[config.mk]
export PLATFORM = sky130hd
export DESIGN_NAME = bbl_top
export DESIGN_NICKNAME = d
export VERILOG_FILES = /design/src/core/bbl_hold_timer.v /design/src/core/bbl_type1_route.v /design/src/core/bbl_top.v
export VERILOG_INCLUDE_DIRS = /design/src /design/src/shared
export SDC_FILE = /design/constraint.sdc
export NUM_CORES = 1
export LEC_CHECK = 0
export ABC_CLOCK_PERIOD_IN_PS = 3600
export BUFFER_PORTS_ARGS = -buffer_cell sky130_fd_sc_hd__buf_2
export CAP_MARGIN = 20
export CORE_MARGIN = 5
export CORE_UTILIZATION = 35
export CTS_CLUSTER_DIAMETER = 30
export DETAILED_ROUTE_END_ITERATION = 10
export PLACE_DENSITY_LB_ADDON = 0.12
export SLEW_MARGIN = 20
export SYNTH_ARGS = -nofsm -noshare
export SYNTH_HDL_FRONTEND = slang
export SYNTH_SLANG_ARGS = --single-unit
[constraint.sdc]
create_clock -name clk -period 3.6 [get_ports clk]
set_input_delay 0.18 -clock clk [delete_from_list [all_inputs] [get_ports clk]]
set_output_delay 0.18 -clock clk [all_outputs]
set_load 0.03 [all_outputs]
[src/shared/bbl_defs.vh]
// constants for the bridge bus number and latency configuration block
// Summary of operation
// - The primary hold value is writable and sets the cycles from frame start to timer expiry.
// - A zero primary hold value makes the bridge leave the bus after one transfer once grant goes.
// - The header layout byte is read-only and reads 0x01 whenever its lane 2 is enabled.
// - Config dwords 10h to 3Fh are decoded in the bridge header layout.
// - The upstream bus id steers secondary type 1 cycles into special cycles or upstream forwarding.
// - The downstream bus id steers claiming and type 0 or special conversion of primary type 1 cycles.
// - The highest behind bus id holds the top bus number behind the bridge.
// - Primary type 1 cycles above the downstream bus id up to the highest behind bus id pass down as type 1.
// - The secondary hold value is writable and sets the cycles from frame start to timer expiry.
// - A zero secondary hold value ends the transaction after one transfer once grant goes.
// - Dword 0x0C has the primary hold value in lane 1 and the header layout in lane 2.
// - Dword 0x18 holds upstream, downstream, highest bus ids and secondary hold value in lanes 0-3.
// - A line size that is not a power of two or above 16 acts as 16 dwords for write and invalidate.
`ifndef BBL_DEFS_VH
`define BBL_DEFS_VH
// config dword byte addresses
`define BBL_DW_LINE_HDR 8'h0C
`define BBL_DW_BUS_IDS 8'h18
`define BBL_HDR_LO 8'h10
`define BBL_HDR_HI 8'h3F
// field positions
`define BBL_LANE0 7:0
`define BBL_LANE1 15:8
`define BBL_LANE2 23:16
`define BBL_LANE3 31:24
// reset and fixed values
`define BBL_HDR_TYPE 8'h01
`define BBL_RST_BYTE 8'h00
`define BBL_ZERO_DW 32'h0000_0000
`define BBL_LINE_MAX 8'h10
`define BBL_LINE_DEF 5'h10
// special cycle encoding of a type 1 address
`define BBL_SPC_DEV 5'h1F
`define BBL_SPC_FUNC 3'h7
`define BBL_SPC_REG 6'h00
`endif

[src/core/bbl_hold_timer.v]
// master latency timer and release decision for one bus side
`include "bbl_defs.vh"
module bbl_hold_timer (
  // clock and reset
  input wire clk,
  input wire reset,
  // programmed values
  input wire [7:0] hold_value,
  input wire [4:0] line_dwords,
  // own master state
  input wire frame_start,
  input wire data_xfer,
  input wire mwi,
  input wire gnt_n_sync,
  // results
  output wire expired,
  output reg release_pulse
);
  reg [7:0] count_reg;
  reg active_reg;
  reg [4:0] line_cnt_reg;
  wire boundary;

  // reload at frame start, then one step per clock down to zero
  always @(posedge clk) begin
    if (reset) begin
      count_reg <= `BBL_RST_BYTE;
      active_reg <= 1'b0;
    end else if (frame_start) begin
      count_reg <= hold_value;
      active_reg <= 1'b1;
    end else begin
      if (count_reg != `BBL_RST_BYTE) begin
        count_reg <= count_reg - 8'h01;
      end
      if (release_pulse) begin
        active_reg <= 1'b0;
      end
    end
  end

  // zero value means expired from the frame start on
  assign expired = active_reg && (count_reg == `BBL_RST_BYTE);

  // dword position inside the cache line for write and invalidate
  always @(posedge clk) begin
    if (reset || frame_start) begin
      line_cnt_reg <= 5'h00;
    end else if (data_xfer) begin
      line_cnt_reg <= boundary ? 5'h00 : line_cnt_reg + 5'h01;
    end
  end
  assign boundary = (line_cnt_reg + 5'h01) == line_dwords;

  // leave after a transfer only once grant is gone; mwi waits for a line end
  always @(posedge clk) begin
    if (reset) begin
      release_pulse <= 1'b0;
    end else begin
      release_pulse <= data_xfer && expired && gnt_n_sync && (!mwi || boundary);
    end
  end
endmodule // bbl_hold_timer

[src/core/bbl_type1_route.v]
// routing decision for one direction of type 1 configuration cycles
`include "bbl_defs.vh"
module bbl_type1_route #(
  parameter UPSTREAM = 0
) (
  // clock and reset
  input wire clk,
  input wire reset,
  // decoded cycle
  input wire valid,
  input wire [7:0] bus,
  input wire special_enc,
  // bus ids
  input wire [7:0] pri_id,
  input wire [7:0] sec_id,
  input wire [7:0] sub_id,
  // decision
  output reg done,
  output reg claim,
  output reg to_type0,
  output reg to_special,
  output reg keep_type1
);
  wire behind;
  wire here;
  assign behind = (bus >= sec_id) && (bus <= sub_id);
  assign here = UPSTREAM ? (bus == pri_id) : (bus == sec_id);

  // one registered answer per valid request
  always @(posedge clk) begin
    if (reset) begin
      done <= 1'b0;
      claim <= 1'b0;
      to_type0 <= 1'b0;
      to_special <= 1'b0;
      keep_type1 <= 1'b0;
    end else begin
      done <= valid;
      if (UPSTREAM) begin
        // special cycles for our own primary bus, else anything not behind us goes up
        to_type0 <= 1'b0;
        to_special <= valid && here && special_enc;
        keep_type1 <= valid && !behind && !(here && special_enc);
        claim <= valid && !behind;
      end else begin
        to_type0 <= valid && here && !special_enc;
        to_special <= valid && here && special_enc;
        keep_type1 <= valid && behind && !here;
        claim <= valid && behind;
      end
    end
  end
endmodule // bbl_type1_route

[src/core/bbl_top.v]
// bus number and latency timer configuration registers of the bridge
`include "bbl_defs.vh"
module bbl_top (
  // clock and reset
  input wire clk,
  input wire reset,
  // configuration access from the primary side
  input wire cfg_req,
  input wire cfg_write,
  input wire [7:0] cfg_dword_addr,
  input wire [3:0] upstream_cmd_lane_enable_n,
  input wire [31:0] cfg_wdata,
  output reg cfg_ack,
  output reg [31:0] cfg_rdata,
  // primary master activity
  input wire pri_frame_start,
  input wire pri_data_xfer,
  input wire pri_mwi,
  input wire upstream_gnt_n,
  output wire pri_timer_expired,
  output wire pri_release,
  // secondary master activity
  input wire sec_frame_start,
  input wire sec_data_xfer,
  input wire sec_mwi,
  input wire downstream_gnt_n,
  output wire sec_timer_expired,
  output wire sec_release,
  // type 1 cycle seen on the primary side
  input wire pri_cfg1_valid,
  input wire [7:0] pri_cfg1_bus,
  input wire [4:0] pri_cfg1_dev,
  input wire [2:0] pri_cfg1_func,
  input wire [5:0] pri_cfg1_reg,
  output wire pri_route_done,
  output wire pri_claim,
  output wire sec_out_type0,
  output wire sec_out_special,
  output wire sec_out_type1,
  // type 1 cycle seen on the secondary side
  input wire sec_cfg1_valid,
  input wire [7:0] sec_cfg1_bus,
  input wire [4:0] sec_cfg1_dev,
  input wire [2:0] sec_cfg1_func,
  input wire [5:0] sec_cfg1_reg,
  output wire sec_route_done,
  output wire sec_claim,
  output wire pri_out_special,
  output wire pri_out_type1,
  // programmed bus ids for the rest of the bridge
  output wire [7:0] upstream_bus_id,
  output wire [7:0] downstream_bus_id,
  output wire [7:0] highest_behind_bus_id
);

  // register state
  reg [7:0] line_size_reg;
  reg [7:0] primary_master_hold_timer_reg;
  reg [7:0] upstream_bus_id_reg;
  reg [7:0] downstream_bus_id_reg;
  reg [7:0] highest_behind_bus_id_reg;
  reg [7:0] downstream_master_hold_timer_reg;

  // grant pin synchronisers
  reg pri_gnt_meta_reg;
  reg pri_gnt_sync_reg;
  reg sec_gnt_meta_reg;
  reg sec_gnt_sync_reg;

  // access decode
  wire hit_line_hdr;
  wire hit_bus_ids;
  wire do_write;
  wire [3:0] lane_en;
  wire [4:0] line_dwords;
  wire in_hdr_range;
  reg [31:0] rdata_next;
  // decoded special cycles of both directions
  wire pri_special;
  wire sec_special;

  // true when the lane is selected; lane enables are active low on the bus
  function lane_on;
    input [3:0] en_n;
    input [1:0] lane;
    begin
      lane_on = !en_n[lane];
    end
  endfunction

  // line size used for write and invalidate; zero, non power of two or oversized values fall to 16
  function [4:0] eff_line;
    input [7:0] size;
    begin
      if ((size == `BBL_RST_BYTE) || (size > `BBL_LINE_MAX) ||
          ((size & (size - 8'h01)) != `BBL_RST_BYTE)) begin
        eff_line = `BBL_LINE_DEF;
      end else begin
        eff_line = size[4:0];
      end
    end
  endfunction

  // special cycle encoding of a type 1 address
  function is_special;
    input [4:0] dev;
    input [2:0] func;
    input [5:0] regn;
    begin
      is_special = (dev == `BBL_SPC_DEV) && (func == `BBL_SPC_FUNC) &&
                   (regn == `BBL_SPC_REG);
    end
  endfunction

  // header layout decode of the 10h to 3Fh range picks the bus id dword 0x18; dword 0x0C is decoded on its own
  assign hit_line_hdr = (cfg_dword_addr == `BBL_DW_LINE_HDR);
  assign in_hdr_range = (cfg_dword_addr >= `BBL_HDR_LO) && (cfg_dword_addr <= `BBL_HDR_HI);
  assign hit_bus_ids = in_hdr_range && (cfg_dword_addr == `BBL_DW_BUS_IDS);
  assign do_write = cfg_req && cfg_write;

  // byte lane selects, bit n is lane n
  assign lane_en[0] = lane_on(upstream_cmd_lane_enable_n, 2'h0);
  assign lane_en[1] = lane_on(upstream_cmd_lane_enable_n, 2'h1);
  assign lane_en[2] = lane_on(upstream_cmd_lane_enable_n, 2'h2);
  assign lane_en[3] = lane_on(upstream_cmd_lane_enable_n, 2'h3);

  // one effective line size serves both timers, as there is one line size register
  assign line_dwords = eff_line(line_size_reg);

  // special cycle decode of both incoming type 1 cycles
  assign pri_special = is_special(pri_cfg1_dev, pri_cfg1_func, pri_cfg1_reg);
  assign sec_special = is_special(sec_cfg1_dev, sec_cfg1_func, sec_cfg1_reg);

  // grant arrives from the arbiter pin, so two flops before any use
  always @(posedge clk) begin
    if (reset) begin
      pri_gnt_meta_reg <= 1'b1;
      pri_gnt_sync_reg <= 1'b1;
      sec_gnt_meta_reg <= 1'b1;
      sec_gnt_sync_reg <= 1'b1;
    end else begin
      pri_gnt_meta_reg <= upstream_gnt_n;
      pri_gnt_sync_reg <= pri_gnt_meta_reg;
      sec_gnt_meta_reg <= downstream_gnt_n;
      sec_gnt_sync_reg <= sec_gnt_meta_reg;
    end
  end

  // dword 0x0C writes: line size lane 0, primary hold value lane 1, lane 2 is fixed
  always @(posedge clk) begin
    if (reset) begin
      line_size_reg <= `BBL_RST_BYTE;
      primary_master_hold_timer_reg <= `BBL_RST_BYTE;
    end else if (do_write && hit_line_hdr) begin
      if (lane_en[0]) begin
        line_size_reg <= cfg_wdata[`BBL_LANE0];
      end
      if (lane_en[1]) begin
        primary_master_hold_timer_reg <= cfg_wdata[`BBL_LANE1];
      end
      // lane 2 is the fixed layout byte, so a write to it falls away
    end
  end

  // dword 0x18 writes, one byte per lane; ids reset to zero until software sets them
  always @(posedge clk) begin
    if (reset) begin
      upstream_bus_id_reg <= `BBL_RST_BYTE;
      downstream_bus_id_reg <= `BBL_RST_BYTE;
      highest_behind_bus_id_reg <= `BBL_RST_BYTE;
      downstream_master_hold_timer_reg <= `BBL_RST_BYTE;
    end else if (do_write && hit_bus_ids) begin
      if (lane_en[0]) begin
        upstream_bus_id_reg <= cfg_wdata[`BBL_LANE0];
      end
      if (lane_en[1]) begin
        downstream_bus_id_reg <= cfg_wdata[`BBL_LANE1];
      end
      if (lane_en[2]) begin
        highest_behind_bus_id_reg <= cfg_wdata[`BBL_LANE2];
      end
      if (lane_en[3]) begin
        downstream_master_hold_timer_reg <= cfg_wdata[`BBL_LANE3];
      end
    end
  end

  // read data; disabled lanes and unmapped dwords read as zero
  always @* begin
    rdata_next = `BBL_ZERO_DW;
    if (hit_line_hdr) begin
      if (lane_en[0]) begin
        rdata_next[`BBL_LANE0] = line_size_reg;
      end
      if (lane_en[1]) begin
        rdata_next[`BBL_LANE1] = primary_master_hold_timer_reg;
      end
      if (lane_en[2]) begin
        rdata_next[`BBL_LANE2] = `BBL_HDR_TYPE;
      end
      // lane 3 of this dword has nothing behind it and reads zero
    end else if (hit_bus_ids) begin
      if (lane_en[0]) begin
        rdata_next[`BBL_LANE0] = upstream_bus_id_reg;
      end
      if (lane_en[1]) begin
        rdata_next[`BBL_LANE1] = downstream_bus_id_reg;
      end
      if (lane_en[2]) begin
        rdata_next[`BBL_LANE2] = highest_behind_bus_id_reg;
      end
      if (lane_en[3]) begin
        rdata_next[`BBL_LANE3] = downstream_master_hold_timer_reg;
      end
    end
  end

  // answer one cycle after the request; read data hold until the next read request
  always @(posedge clk) begin
    if (reset) begin
      cfg_ack <= 1'b0;
      cfg_rdata <= `BBL_ZERO_DW;
    end else begin
      cfg_ack <= cfg_req;
      if (cfg_req && !cfg_write) begin
        cfg_rdata <= rdata_next;
      end
    end
  end

  // primary side latency timer
  bbl_hold_timer u_pri_timer (
    .clk(clk),
    .reset(reset),
    .hold_value(primary_master_hold_timer_reg),
    .line_dwords(line_dwords),
    .frame_start(pri_frame_start),
    .data_xfer(pri_data_xfer),
    .mwi(pri_mwi),
    .gnt_n_sync(pri_gnt_sync_reg),
    .expired(pri_timer_expired),
    .release_pulse(pri_release)
  );

  // secondary side latency timer
  bbl_hold_timer u_sec_timer (
    .clk(clk),
    .reset(reset),
    .hold_value(downstream_master_hold_timer_reg),
    .line_dwords(line_dwords),
    .frame_start(sec_frame_start),
    .data_xfer(sec_data_xfer),
    .mwi(sec_mwi),
    .gnt_n_sync(sec_gnt_sync_reg),
    .expired(sec_timer_expired),
    .release_pulse(sec_release)
  );

  // primary type 1 cycles going downstream
  bbl_type1_route #(
    .UPSTREAM(0)
  ) u_down_route (
    .clk(clk),
    .reset(reset),
    .valid(pri_cfg1_valid),
    .bus(pri_cfg1_bus),
    .special_enc(pri_special),
    .pri_id(upstream_bus_id_reg),
    .sec_id(downstream_bus_id_reg),
    .sub_id(highest_behind_bus_id_reg),
    .done(pri_route_done),
    .claim(pri_claim),
    .to_type0(sec_out_type0),
    .to_special(sec_out_special),
    .keep_type1(sec_out_type1)
  );

  // secondary type 1 cycles going upstream; type 0 never leaves this way
  bbl_type1_route #(
    .UPSTREAM(1)
  ) u_up_route (
    .clk(clk),
    .reset(reset),
    .valid(sec_cfg1_valid),
    .bus(sec_cfg1_bus),
    .special_enc(sec_special),
    .pri_id(upstream_bus_id_reg),
    .sec_id(downstream_bus_id_reg),
    .sub_id(highest_behind_bus_id_reg),
    .done(sec_route_done),
    .claim(sec_claim),
    .to_type0(),
    .to_special(pri_out_special),
    .keep_type1(pri_out_type1)
  );

  // bus ids straight from their registers
  assign upstream_bus_id = upstream_bus_id_reg;
  assign downstream_bus_id = downstream_bus_id_reg;
  assign highest_behind_bus_id = highest_behind_bus_id_reg;

endmodule // bbl_top

==> results of run 1 <==
## worst min-delay path by stage
stage | from | end | slack, ns
floorplan | reset | u_down_route.done | 0.28
CTS | cfg_wdata[27] | downstream_master_hold_timer_reg[3] | 0.00006
global route | cfg_wdata[29] | downstream_master_hold_timer_reg[5] | 0.04
global placement | downstream_gnt_n | sec_gnt_meta_reg | 0.36
detailed placement | downstream_gnt_n | sec_gnt_meta_reg | 0.37
finish | cfg_wdata[16] | highest_behind_bus_id[0] | 0.02
## timing repair
item,in CTS,in global routing
hold buffers,9,0
setup endpoints to repair,0,0
setup buffers,0,0
endpoints found under the hold margin,9,0
## final cells by class
type / instances / area [um^2] / area share [%]
multi-input cells: 518 / 3530 / 43.9
well taps: 229 / 287 / 3.56
flip-flops and latches: 124 / 2480 / 30.8
clock inverters: 11 / 215 / 2.67
repair buffers: 184 / 978 / 12.2
inverters: 28 / 105 / 1.31
clock buffers: 21 / 450 / 5.59
## cell usage in the layout, fill, tap and decap left out, types with 16 or more instances in the layout
master | Yosys | layout
buf_2 | 4 | 170
nor3_1 | 24 | 24
nor2_1 | 120 | 120
xor2_1 | 20 | 20
mux2i_1 | 57 | 57
nand2_1 | 25 | 25
ha_1 | 36 | 36
dfxtp_1 | 124 | 124
inv_1 | 27 | 27
clkbuf_16 | 0 | 17
a22oi_1 | 31 | 31
nor4_1 | 16 | 16
a21oi_1 | 43 | 43
## kinds of logic after synthesis
family                   Yosys count  share of synthesized area (%)
adder cells (fa/ha/maj)           36                           7.19
buffers and inverters             63                           4.03
XOR/XNOR                          25                           3.49
flip-flops                       124                           39.6
multiplexers                      58                           9.29
AND/OR/NAND/NOR                  265                           21.5
AO/OA/AOI/OAI                    134                           14.9
## metal layers
| metal | global-route usage [%] | vias up | share of wire (%) | routed length, um |
|---|---|---|---|---|
| li1 | - | 2854 | - | - |
| met1 | 22.3 | 2642 | 46 | 8210 |
| met2 | 29.2 | 149 | 47 | 8410 |
| met3 | 4.83 | 16 | 6.7 | 1200 |
| met4 | 5.30 | 4 | 0.96 | 173 |
| met5 | 0 | - | 0.15 | 27 |
## worst max-delay path, stage by stage (launching register included)
cell,delay [ns]
dfxtp_1,0.33
inv_1,0.09
ha_1,0.23
nand3_1,0.13
nor3_1,0.76
and2_1,0.25
buf_2,0.20
## power by group through the flow
stage | logic (mW) | registers (mW) | clock network [mW]
2_1_floorplan | 0.785 | 1.54 | 0
3_3_place_gp | 1.01 | 1.55 | 0
3_5_place_dp | 1.04 | 1.55 | 0
4_1_cts | 1.06 | 1.52 | 1.97
5_1_grt | 1.19 | 1.53 | 2.04
6_report | 1.04 | 1.52 | 1.94
==> run_results.csv, run 1 <==
group,metric,value,unit
floorplan,chipHeight,144,um
worst_hold_path,worstHoldPathType,"in2reg",
worst_setup_path,start_kind,"flip-flop",
clock_network,cts-root-buf,"clkbuf_16",
worst_hold_path,min_path_cells,3,
power,switchingPower,1.28,mW
placement,globalplace.congestion,0.870,
floorplan,io_pins,172,
clock_network,cts_tree,"done",
clock_network,clkSlewWorstSetupHoldPaths,0.06,ns
final_layout,fin_area,8050,um^2
final_layout,area_growth,28.5,%
global_routing,grt_pass1_wl,29100,um
synth,ys_ff_latch,124,
sta,fin_ws,1.02,ns
power,power_frac_seq,33.8,%
synth,ys_warn_count,0,
sta,rsz0062_at_grt,"no",
synth,synthTopCellsByArea,"dfxtp_1 40%, mux2i_1 9.1%, ha_1 7.2%",
placement,place_area,7300,um^2
route,post_drt_wl_per_cell,16.2,um
power,total_power,4.50,mW
synth,ys.flop_type,"dfxtp_1",
synth,synth_nets,843,
worst_setup_path,worstSetupStartpoint,"u_pri_timer.count_reg[0]",
route,drtAntennaViolNets,0,
worst_setup_path,endpoint,"pri_timer_expired",
power,p_comb_share,23.2,%
sta,finClkSkew,0.0102,ns
worst_setup_path,cp.arrival,2.40,ns
worst_setup_path,cp-end-kind,"output pin",
global_routing,grtUsageTotal,17.6,%
power,irDropWorstVdd,344,uV
worst_setup_path,timing.rr.start,"u_pri_timer.line_cnt_reg[0]",
final_layout,fin_nets,1011,
clock_network,post_cts_resized,0,
sta,fin_hold_ws,0.0153,ns
synth,synth_cells,705,
final_layout,antenna_cells,0,
final_layout,nFillCells,1784,
run,maxCapViolCount,0,
synth,ys_async_sr_fraction,0,%
sta,layout_min_cycle_time,2.58,ns
worst_setup_path,reg2regPathDepth,8,
global_routing,grt_max_degree,74,
worst_setup_path,worstSetupPathType,"reg2out",
final_layout,regMostFlops,"cfg_rdata",
final_layout,final_cells,1115,
placement,placed_cells,1074,
placement,dp_hpwl,14100,um
global_routing,antenna_found_initial,2,
synth,synth_edf_count,0,
power,p_clk_share,43.1,%
worst_setup_path,crit_required,3.42,ns
synth,synth_area_per_cell,8.89,um^2
power,internal_power,3.22,mW
route,vias_per_cell,5.08,
floorplan,die_x,144,um
route,first_pass_iters,5,
worst_setup_path,crit_path_max_fanout,8,
synth,yosys.area.top_type_share,39.6,%
worst_setup_path,reg2reg_slack,1.27,ns
placement,numPortBuffers,171,
sta,hold_violations,0,
floorplan,fp-row-count,49,
worst_setup_path,rr_endpoint,"u_pri_timer.line_cnt_reg[2]",
sta,slew_headroom,35.1,%
sta,max_freq,388,MHz
route,drtIter0Drc,240,
power,power_leakage,3.43,nW
floorplan,start_util,35.2,%
sta,finalSetupTns,0,ns
clock_network,clkLatencyLatePin,0.41,ns
synth,seq_area_frac_synth,39.6,%
synth,yosys.cell_types.count,56,
power,power-per-cell-area,559,nW/um^2
synth,synth.most_common_cell,"dfxtp_1",
sta,final-max-slew-violation-count,0,
clock_network,cts.path.max_buffers,2,
sta,worst_slew_pin_slew,0.966,ns
synth,ys_top_cells_by_count,"124 x dfxtp_1, 120 x nor2_1, 57 x mux2i_1, 43 x a21oi_1, 36 x ha_1",
synth,synth_area,6270,um^2
synth,yosys.area.top_type,"dfxtp_1",
final_layout,drive_gt1_share,26.0,%
clock_network,h-tree-depth,4,
power,swShare,28.4,%
sta,finalSetupViolations,0,
clock_network,cts_made_buffers,17,
global_routing,grt_pass1_vias,5683,
run_status,outcome,"finished, final reports clean",
final_layout,post-route-util,45.3,%
floorplan,core,17800,um^2
route,drc,0,
sta,fin_crit_sh,71.6,%
route,vias,5665,
clock_network,cts.sinks,124,
placement,place_ws,1.25,ns
floorplan,dieArea,20700,um^2
global_routing,gr-total-overflow,0,
route,routed_wl,18000,um
final_layout,largest_reg_flops,32,
Note: power is estimated with default switching activity, not from simulation.
==> run 2, diff against run 1 <==
--- a/config.mk
+++ b/config.mk
@@ -6,7 +6,7 @@
 export SDC_FILE = /design/constraint.sdc
 export NUM_CORES = 1
 export LEC_CHECK = 0
-export ABC_CLOCK_PERIOD_IN_PS = 3600
+export ABC_CLOCK_PERIOD_IN_PS = 2160
 export BUFFER_PORTS_ARGS = -buffer_cell sky130_fd_sc_hd__buf_2
 export CAP_MARGIN = 20
 export CORE_MARGIN = 5
==> constraint.sdc (replaced) <==
create_clock -name clk -period 2.16 [get_ports clk]
set_input_delay 0.108 -clock clk [delete_from_list [all_inputs] [get_ports clk]]
set_output_delay 0.108 -clock clk [all_outputs]
set_load 0.03 [all_outputs]
==> run 2 against run 1 <==
Hold slack lost 0.0062 ns. Core utilization grew 2.4 points. Via count grew 3.1%. Wire length grew 3.8%. Sequential power grew 66%. Final cell count grew 4.3%. Design area grew 5.2%. Register-to-register slack lost 1.2 ns.
==> run_results.csv, run 2 (same netlist as run 1, synthesis figures left out) <==
group,metric,value,unit
sta,worst_slew_pin_slew,0.767,ns
final_layout,fin_nets,1059,
sta,finClkSkew,0.00671,ns
sta,fin_ws,0.0357,ns
placement,place_ws,-0.0356,ns
route,vias,5843,
worst_setup_path,cp-end-kind,"flip-flop",
worst_setup_path,worstSetupPathType,"reg2reg",
sta,slew_headroom,48.9,%
clock_network,cts-root-buf,"clkbuf_16",
worst_setup_path,worst_path_max_delay_cell,"dfxtp_1",
sta,rsz0062_at_grt,"yes",
worst_setup_path,crit_path_max_fanout,7,
sta,fin_crit_sh,98.3,%
power,total_power,7.25,mW
worst_setup_path,cp_num_buf_inv,0,
route,post_drt_wl_per_cell,16.1,um
worst_hold_path,worstHoldPathType,"in2reg",
clock_network,cts_made_buffers,17,
sta,final-max-slew-violation-count,0,
global_routing,gr-total-overflow,0,
floorplan,core,17800,um^2
clock_network,clkLatencyLatePin,0.42,ns
sta,max_freq,471,MHz
worst_hold_path,worstHoldEndpoint,"u_sec_timer.active_reg",
final_layout,mostFrequentLayoutCell,"buf_2",
final_layout,area_growth,35.2,%
final_layout,drive_gt1_share,27.8,%
worst_setup_path,crit_required,2.46,ns
worst_setup_path,start_kind,"flip-flop",
global_routing,grt_pass1_vias,5819,
sta,layout_min_cycle_time,2.12,ns
global_routing,grt_pass1_wl,29400,um
route,drc,0,
global_routing,antenna_found_initial,0,
clock_network,cts.sinks,124,
floorplan,chipHeight,144,um
final_layout,largest_reg_flops,32,
placement,dp_hpwl,14300,um
power,irDropWorstVdd,596,uV
worst_setup_path,rr_endpoint,"u_pri_timer.line_cnt_reg[2]",
final_layout,regMostFlops,"cfg_rdata",
clock_network,h-tree-depth,4,
final_layout,final_cell_mix,"169 x buf_2, 122 x dfxtp_1, 120 x nor2_1, 57 x mux2i_1, 43 x a21oi_1",
run,maxCapViolCount,0,
route,drtAntennaViolNets,0,
route,drtIter0Drc,262,
worst_setup_path,cp_cell_sequence,"ha_4 > or2_1 > o211a_1 > o31ai_2 > a32oi_2 > o31ai_4 > o21bai_1 > a21o_1",
placement,globalplace.congestion,0.894,
route,vias_per_cell,5.02,
floorplan,die_x,144,um
power,power_leakage,3.60,nW
global_routing,grtUsageTotal,17.9,%
run_status,outcome,"finished, final reports clean",
worst_setup_path,reg2reg_slack,0.04,ns
floorplan,fp-row-count,49,
floorplan,start_util,35.2,%
floorplan,dieArea,20700,um^2
final_layout,antenna_cells,0,
worst_setup_path,max_stage_delay,0.34,ns
worst_setup_path,timing.rr.start,"u_pri_timer.line_cnt_reg[1]",
global_routing,grt_max_degree,73,
placement,numPortBuffers,171,
route,first_pass_iters,4,
sta,finalSetupViolations,0,
floorplan,io_pins,172,
power,power-per-cell-area,855,nW/um^2
final_layout,nFillCells,1736,
worst_setup_path,cp_top_family,"compound AO/OA/AOI/OAI gates",
sta,hold_violations,0,
clock_network,clkSlewWorstSetupHoldPaths,0.05,ns
worst_setup_path,reg2regPathDepth,8,
worst_hold_path,min_path_cells,2,
worst_hold_path,min-delay-start,"reset",
clock_network,cts_tree,"done",
route,routed_wl,18700,um
clock_network,cts.path.max_buffers,2,
worst_setup_path,cp.arrival,2.43,ns
## run 2: cell types whose count changed in the layout (fill, tap and decap cells not counted), sizes merged
cell,before,now
dlygate4sd3,9,40
buf,175,191
bufinv,6,2
clkinvlp,1,5
clkbuf,21,20
clkinv,4,5
inv,28,29
## run 2: final cells by class
type	instances	area (um^2)	area share (%)
clock inverters	13	143	1.68
multi-input cells	518	3580	42.3
clock buffers	19	453	5.35
flip-flops and latches	124	2480	29.3
well taps	229	287	3.38
inverters	28	105	1.24
repair buffers	232	1420	16.7
## run 2: power by group
part           internal, mW  total (mW)  switching [mW]
combinational         0.890        1.87           0.985
sequential             2.42        2.53           0.113
clock                  1.76        2.84            1.08
## run 2: how the worst max path moves through the flow
| stage | startpoint | to | slack (ns) | cells past startpoint |
|---|---|---|---|---|
| 2_1_floorplan | u_pri_timer.line_cnt_reg[0] | u_pri_timer.line_cnt_reg[2] | 0.11 | 8 |
| 5_1_grt | line_size_reg[4] | u_pri_timer.line_cnt_reg[2] | -0.03 | 7 |
| 4_1_cts | u_pri_timer.line_cnt_reg[0] | u_pri_timer.line_cnt_reg[2] | 0.04 | 8 |
| 3_5_place_dp | u_pri_timer.line_cnt_reg[1] | u_pri_timer.line_cnt_reg[2] | -0.04 | 8 |
| 3_3_place_gp | u_pri_timer.line_cnt_reg[0] | u_pri_timer.line_cnt_reg[2] | 0.06 | 8 |
| 6_report | u_pri_timer.line_cnt_reg[1] | u_pri_timer.line_cnt_reg[2] | 0.04 | 8 |
## run 2: stage by stage
step                std cells  hold WS [ns]  instance area [um^2]  utilization (%)  setup TNS, ns
floorplan                 705         0.210                  6270                -              0
global placement         1090         0.291                  7420             41.7              0
detailed placement       1090         0.293                  7420             41.7        -0.0356
CTS                      1162       0.00238                  8410             47.3              0
global route             1163        0.0204                  8470             47.7        -0.0525
finish                   1163       0.00907                  8470             47.7              0
## run 2: layer usage
metal	vias to the layer above	GRT usage [%]	part of all wire [%]
met5	-	0	0
met4	0	6.79	1.9
met3	26	4.19	5.8
met2	152	29.7	47
met1	2733	22.6	45
li1	2932	-	-
## run 2: what timing repair did
| item | CTS | global route |
|---|---|---|
| buffers inserted | 0 | 1 |
| endpoints found under the hold margin | 55 | 0 |
| endpoints found under the setup margin | 1 | 7 |
| hold buffers | 40 | 0 |
| pin swaps | 1 | 2 |
| resized for setup | 0 | 12 |
## run 2: worst reg2reg max path, delay by kind of cell, from the launching register on
family	cells	cell delay, ns
AOI/OAI and AO/OA	6	1.26
adders and majority gates	1	0.19
DFF	1	0.34
and+or+nand+nor	1	0.24
==> run 3, diff against run 2 <==
--- a/config.mk
+++ b/config.mk
@@ -14,6 +14,7 @@
 export CTS_CLUSTER_DIAMETER = 30
 export DETAILED_ROUTE_END_ITERATION = 10
 export PLACE_DENSITY_LB_ADDON = 0.12
+export RECOVER_POWER = 25
 export SLEW_MARGIN = 20
 export SYNTH_ARGS = -nofsm -noshare
 export SYNTH_HDL_FRONTEND = slang
==> run 3 against run 2 <==
Core utilization shrank 0.32 points. First-iteration DRC count fell by 4.6%. Combinational power about the same. Die area did not move. Worst setup slack hardly changed. Fmax is essentially flat. Hold slack improved by 0.014 ns. Via count up 0.77%. Clock-buffer cell count stayed put. Largest cell class unchanged.
==> run_results.csv, run 3 (same netlist as run 1, synthesis figures left out) <==
group,metric,value,unit
final_layout,mostFrequentLayoutCell,"buf_2",
worst_setup_path,worstSetupPathType,"reg2reg",
floorplan,chipHeight,144,um
worst_setup_path,cp_num_buf_inv,0,
worst_setup_path,crit_required,2.47,ns
sta,max_freq,471,MHz
final_layout,antenna_cells,0,
clock_network,clkLatencyLatePin,0.42,ns
worst_setup_path,cp_top_family,"compound AO/OA/AOI/OAI gates",
route,drc,0,
floorplan,fp-row-count,49,
power,irDropWorstVdd,606,uV
worst_setup_path,cp.arrival,2.43,ns
worst_setup_path,worst_path_max_delay_cell,"dfxtp_1",
final_layout,fin_area,8420,um^2
worst_setup_path,max_stage_delay,0.34,ns
clock_network,clkSlewWorstSetupHoldPaths,0.06,ns
final_layout,area_growth,34.3,%
sta,hold_violations,0,
clock_network,cts-root-buf,"clkbuf_16",
final_layout,final_cell_mix,"130 x buf_2, 122 x dfxtp_1, 120 x nor2_1, 57 x mux2i_1, 43 x a21oi_1",
sta,final-max-slew-violation-count,0,
sta,fin_crit_sh,98.4,%
placement,numPortBuffers,171,
clock_network,h-tree-depth,4,
power,power_leakage,3.43,nW
worst_setup_path,cp-end-kind,"flip-flop",
route,post_drt_wl_per_cell,16.1,um
placement,dp_hpwl,14300,um
placement,globalplace.congestion,0.894,
sta,slew_headroom,16.3,%
run_status,outcome,"finished, final reports clean",
global_routing,antenna_found_initial,0,
route,vias,5888,
run,maxCapViolCount,0,
sta,finalSetupViolations,0,
worst_hold_path,worstHoldPathType,"in2reg",
worst_setup_path,crit_path_max_fanout,7,
floorplan,io_pins,172,
worst_setup_path,cp_cell_sequence,"ha_4 > or2_1 > o211a_1 > o31ai_2 > a32oi_2 > o31ai_4 > o21bai_1 > a21o_1",
floorplan,die_x,144,um
route,vias_per_cell,5.06,
sta,finClkSkew,0.00704,ns
route,drtIter0Drc,250,
power,power-per-cell-area,861,nW/um^2
final_layout,largest_reg_flops,32,
clock_network,cts_tree,"done",
sta,worst_slew_pin_slew,1.26,ns
global_routing,grtUsageTotal,17.9,%
global_routing,grt_pass1_vias,5819,
placement,place_area,7420,um^2
route,first_pass_iters,5,
sta,fin_hold_ws,0.0230,ns
floorplan,core,17800,um^2
clock_network,cts.path.max_buffers,2,
final_layout,fin_nets,1059,
clock_network,cts_made_buffers,17,
worst_setup_path,worstSetupStartpoint,"u_pri_timer.line_cnt_reg[1]",
route,drtAntennaViolNets,0,
floorplan,dieArea,20700,um^2
global_routing,gr-total-overflow,0,
sta,rsz0062_at_grt,"yes",
route,routed_wl,18700,um
clock_network,cts.sinks,124,
final_layout,drive_gt1_share,23.4,%
final_layout,regMostFlops,"cfg_rdata",
worst_setup_path,start_kind,"flip-flop",
global_routing,grt_pass1_wl,29400,um
global_routing,grt_max_degree,73,
floorplan,start_util,35.2,%
worst_setup_path,timing.rr.start,"u_pri_timer.line_cnt_reg[1]",
power,total_power,7.25,mW
worst_hold_path,min-delay-start,"sec_data_xfer",
sta,layout_min_cycle_time,2.12,ns
[run 3: cell count changes in the layout (fill, tap and decap cells not counted)]
cell	previous run	this run
buf_4	22	20
buf_2	169	130
clkbuf_1	0	41
[run 3: area by class of cell]
type / instances / area [um^2]
clock buffers: 19 / 453
clock inverters: 13 / 143
fillers: 1761 / 9360
inverters: 28 / 105
multi-input cells: 518 / 3580
flip-flops and latches: 124 / 2480
well taps: 229 / 287
repair buffers: 232 / 1360
[run 3: power by group]
group	internal (mW)	leakage (nW)	switching, mW	total [mW]
Sequential	2.42	1.00	0.113	2.53
Clock	1.76	0.278	1.09	2.85
Combinational	0.885	2.14	0.984	1.87
[run 3: per-stage QoR]
step                utilization (%)  cells  setup WS (ns)  setup TNS [ns]
finish                         47.3   1163         0.0355               0
global route                   47.3   1163        -0.0330         -0.0606
CTS                            47.3   1162         0.0370               0
detailed placement             41.7   1090        -0.0356         -0.0356
global placement               41.7   1090         0.0581               0
floorplan                         -    705          0.106               0
[run 3: final timing paths]
check / cells after the start / slack [ns] / to
hold / removal: 3 / 0.02 / u_sec_timer.line_cnt_reg[0]
setup reg to reg: 8 / 0.04 / u_pri_timer.line_cnt_reg[2]
hold reg to reg: 1 / 0.41 / pri_gnt_sync_reg
setup / recovery: 8 / 0.04 / u_pri_timer.line_cnt_reg[2]
[run 3: what timing repair did]
action                                  CTS  global route
gates cloned                              0             0
pin swaps                                 1             2
hold buffers                             40             0
hold endpoints to repair                 55             0
setup buffers                             0             1
resized for setup                         0            12
endpoints found under the setup margin    1             7
[run 3: worst register-to-register path: stages, from the launching register on]
cell and delay [ns]:
dfxtp_1 0.34, ha_4 0.19, or2_1 0.24, o211a_1 0.23, o31ai_2 0.20, a32oi_2 0.17, o31ai_4 0.34, o21bai_1 0.13
a21o_1 0.19
[run 3: layer usage]
layer / vias to the layer above / routed length (um) / global-route usage, %
met5: - / 0 / 0
met4: 0 / 402 / 6.79
met3: 31 / 1090 / 4.19
met2: 169 / 8800 / 29.7
met1: 2746 / 8420 / 22.6
li1: 2942 / - / -
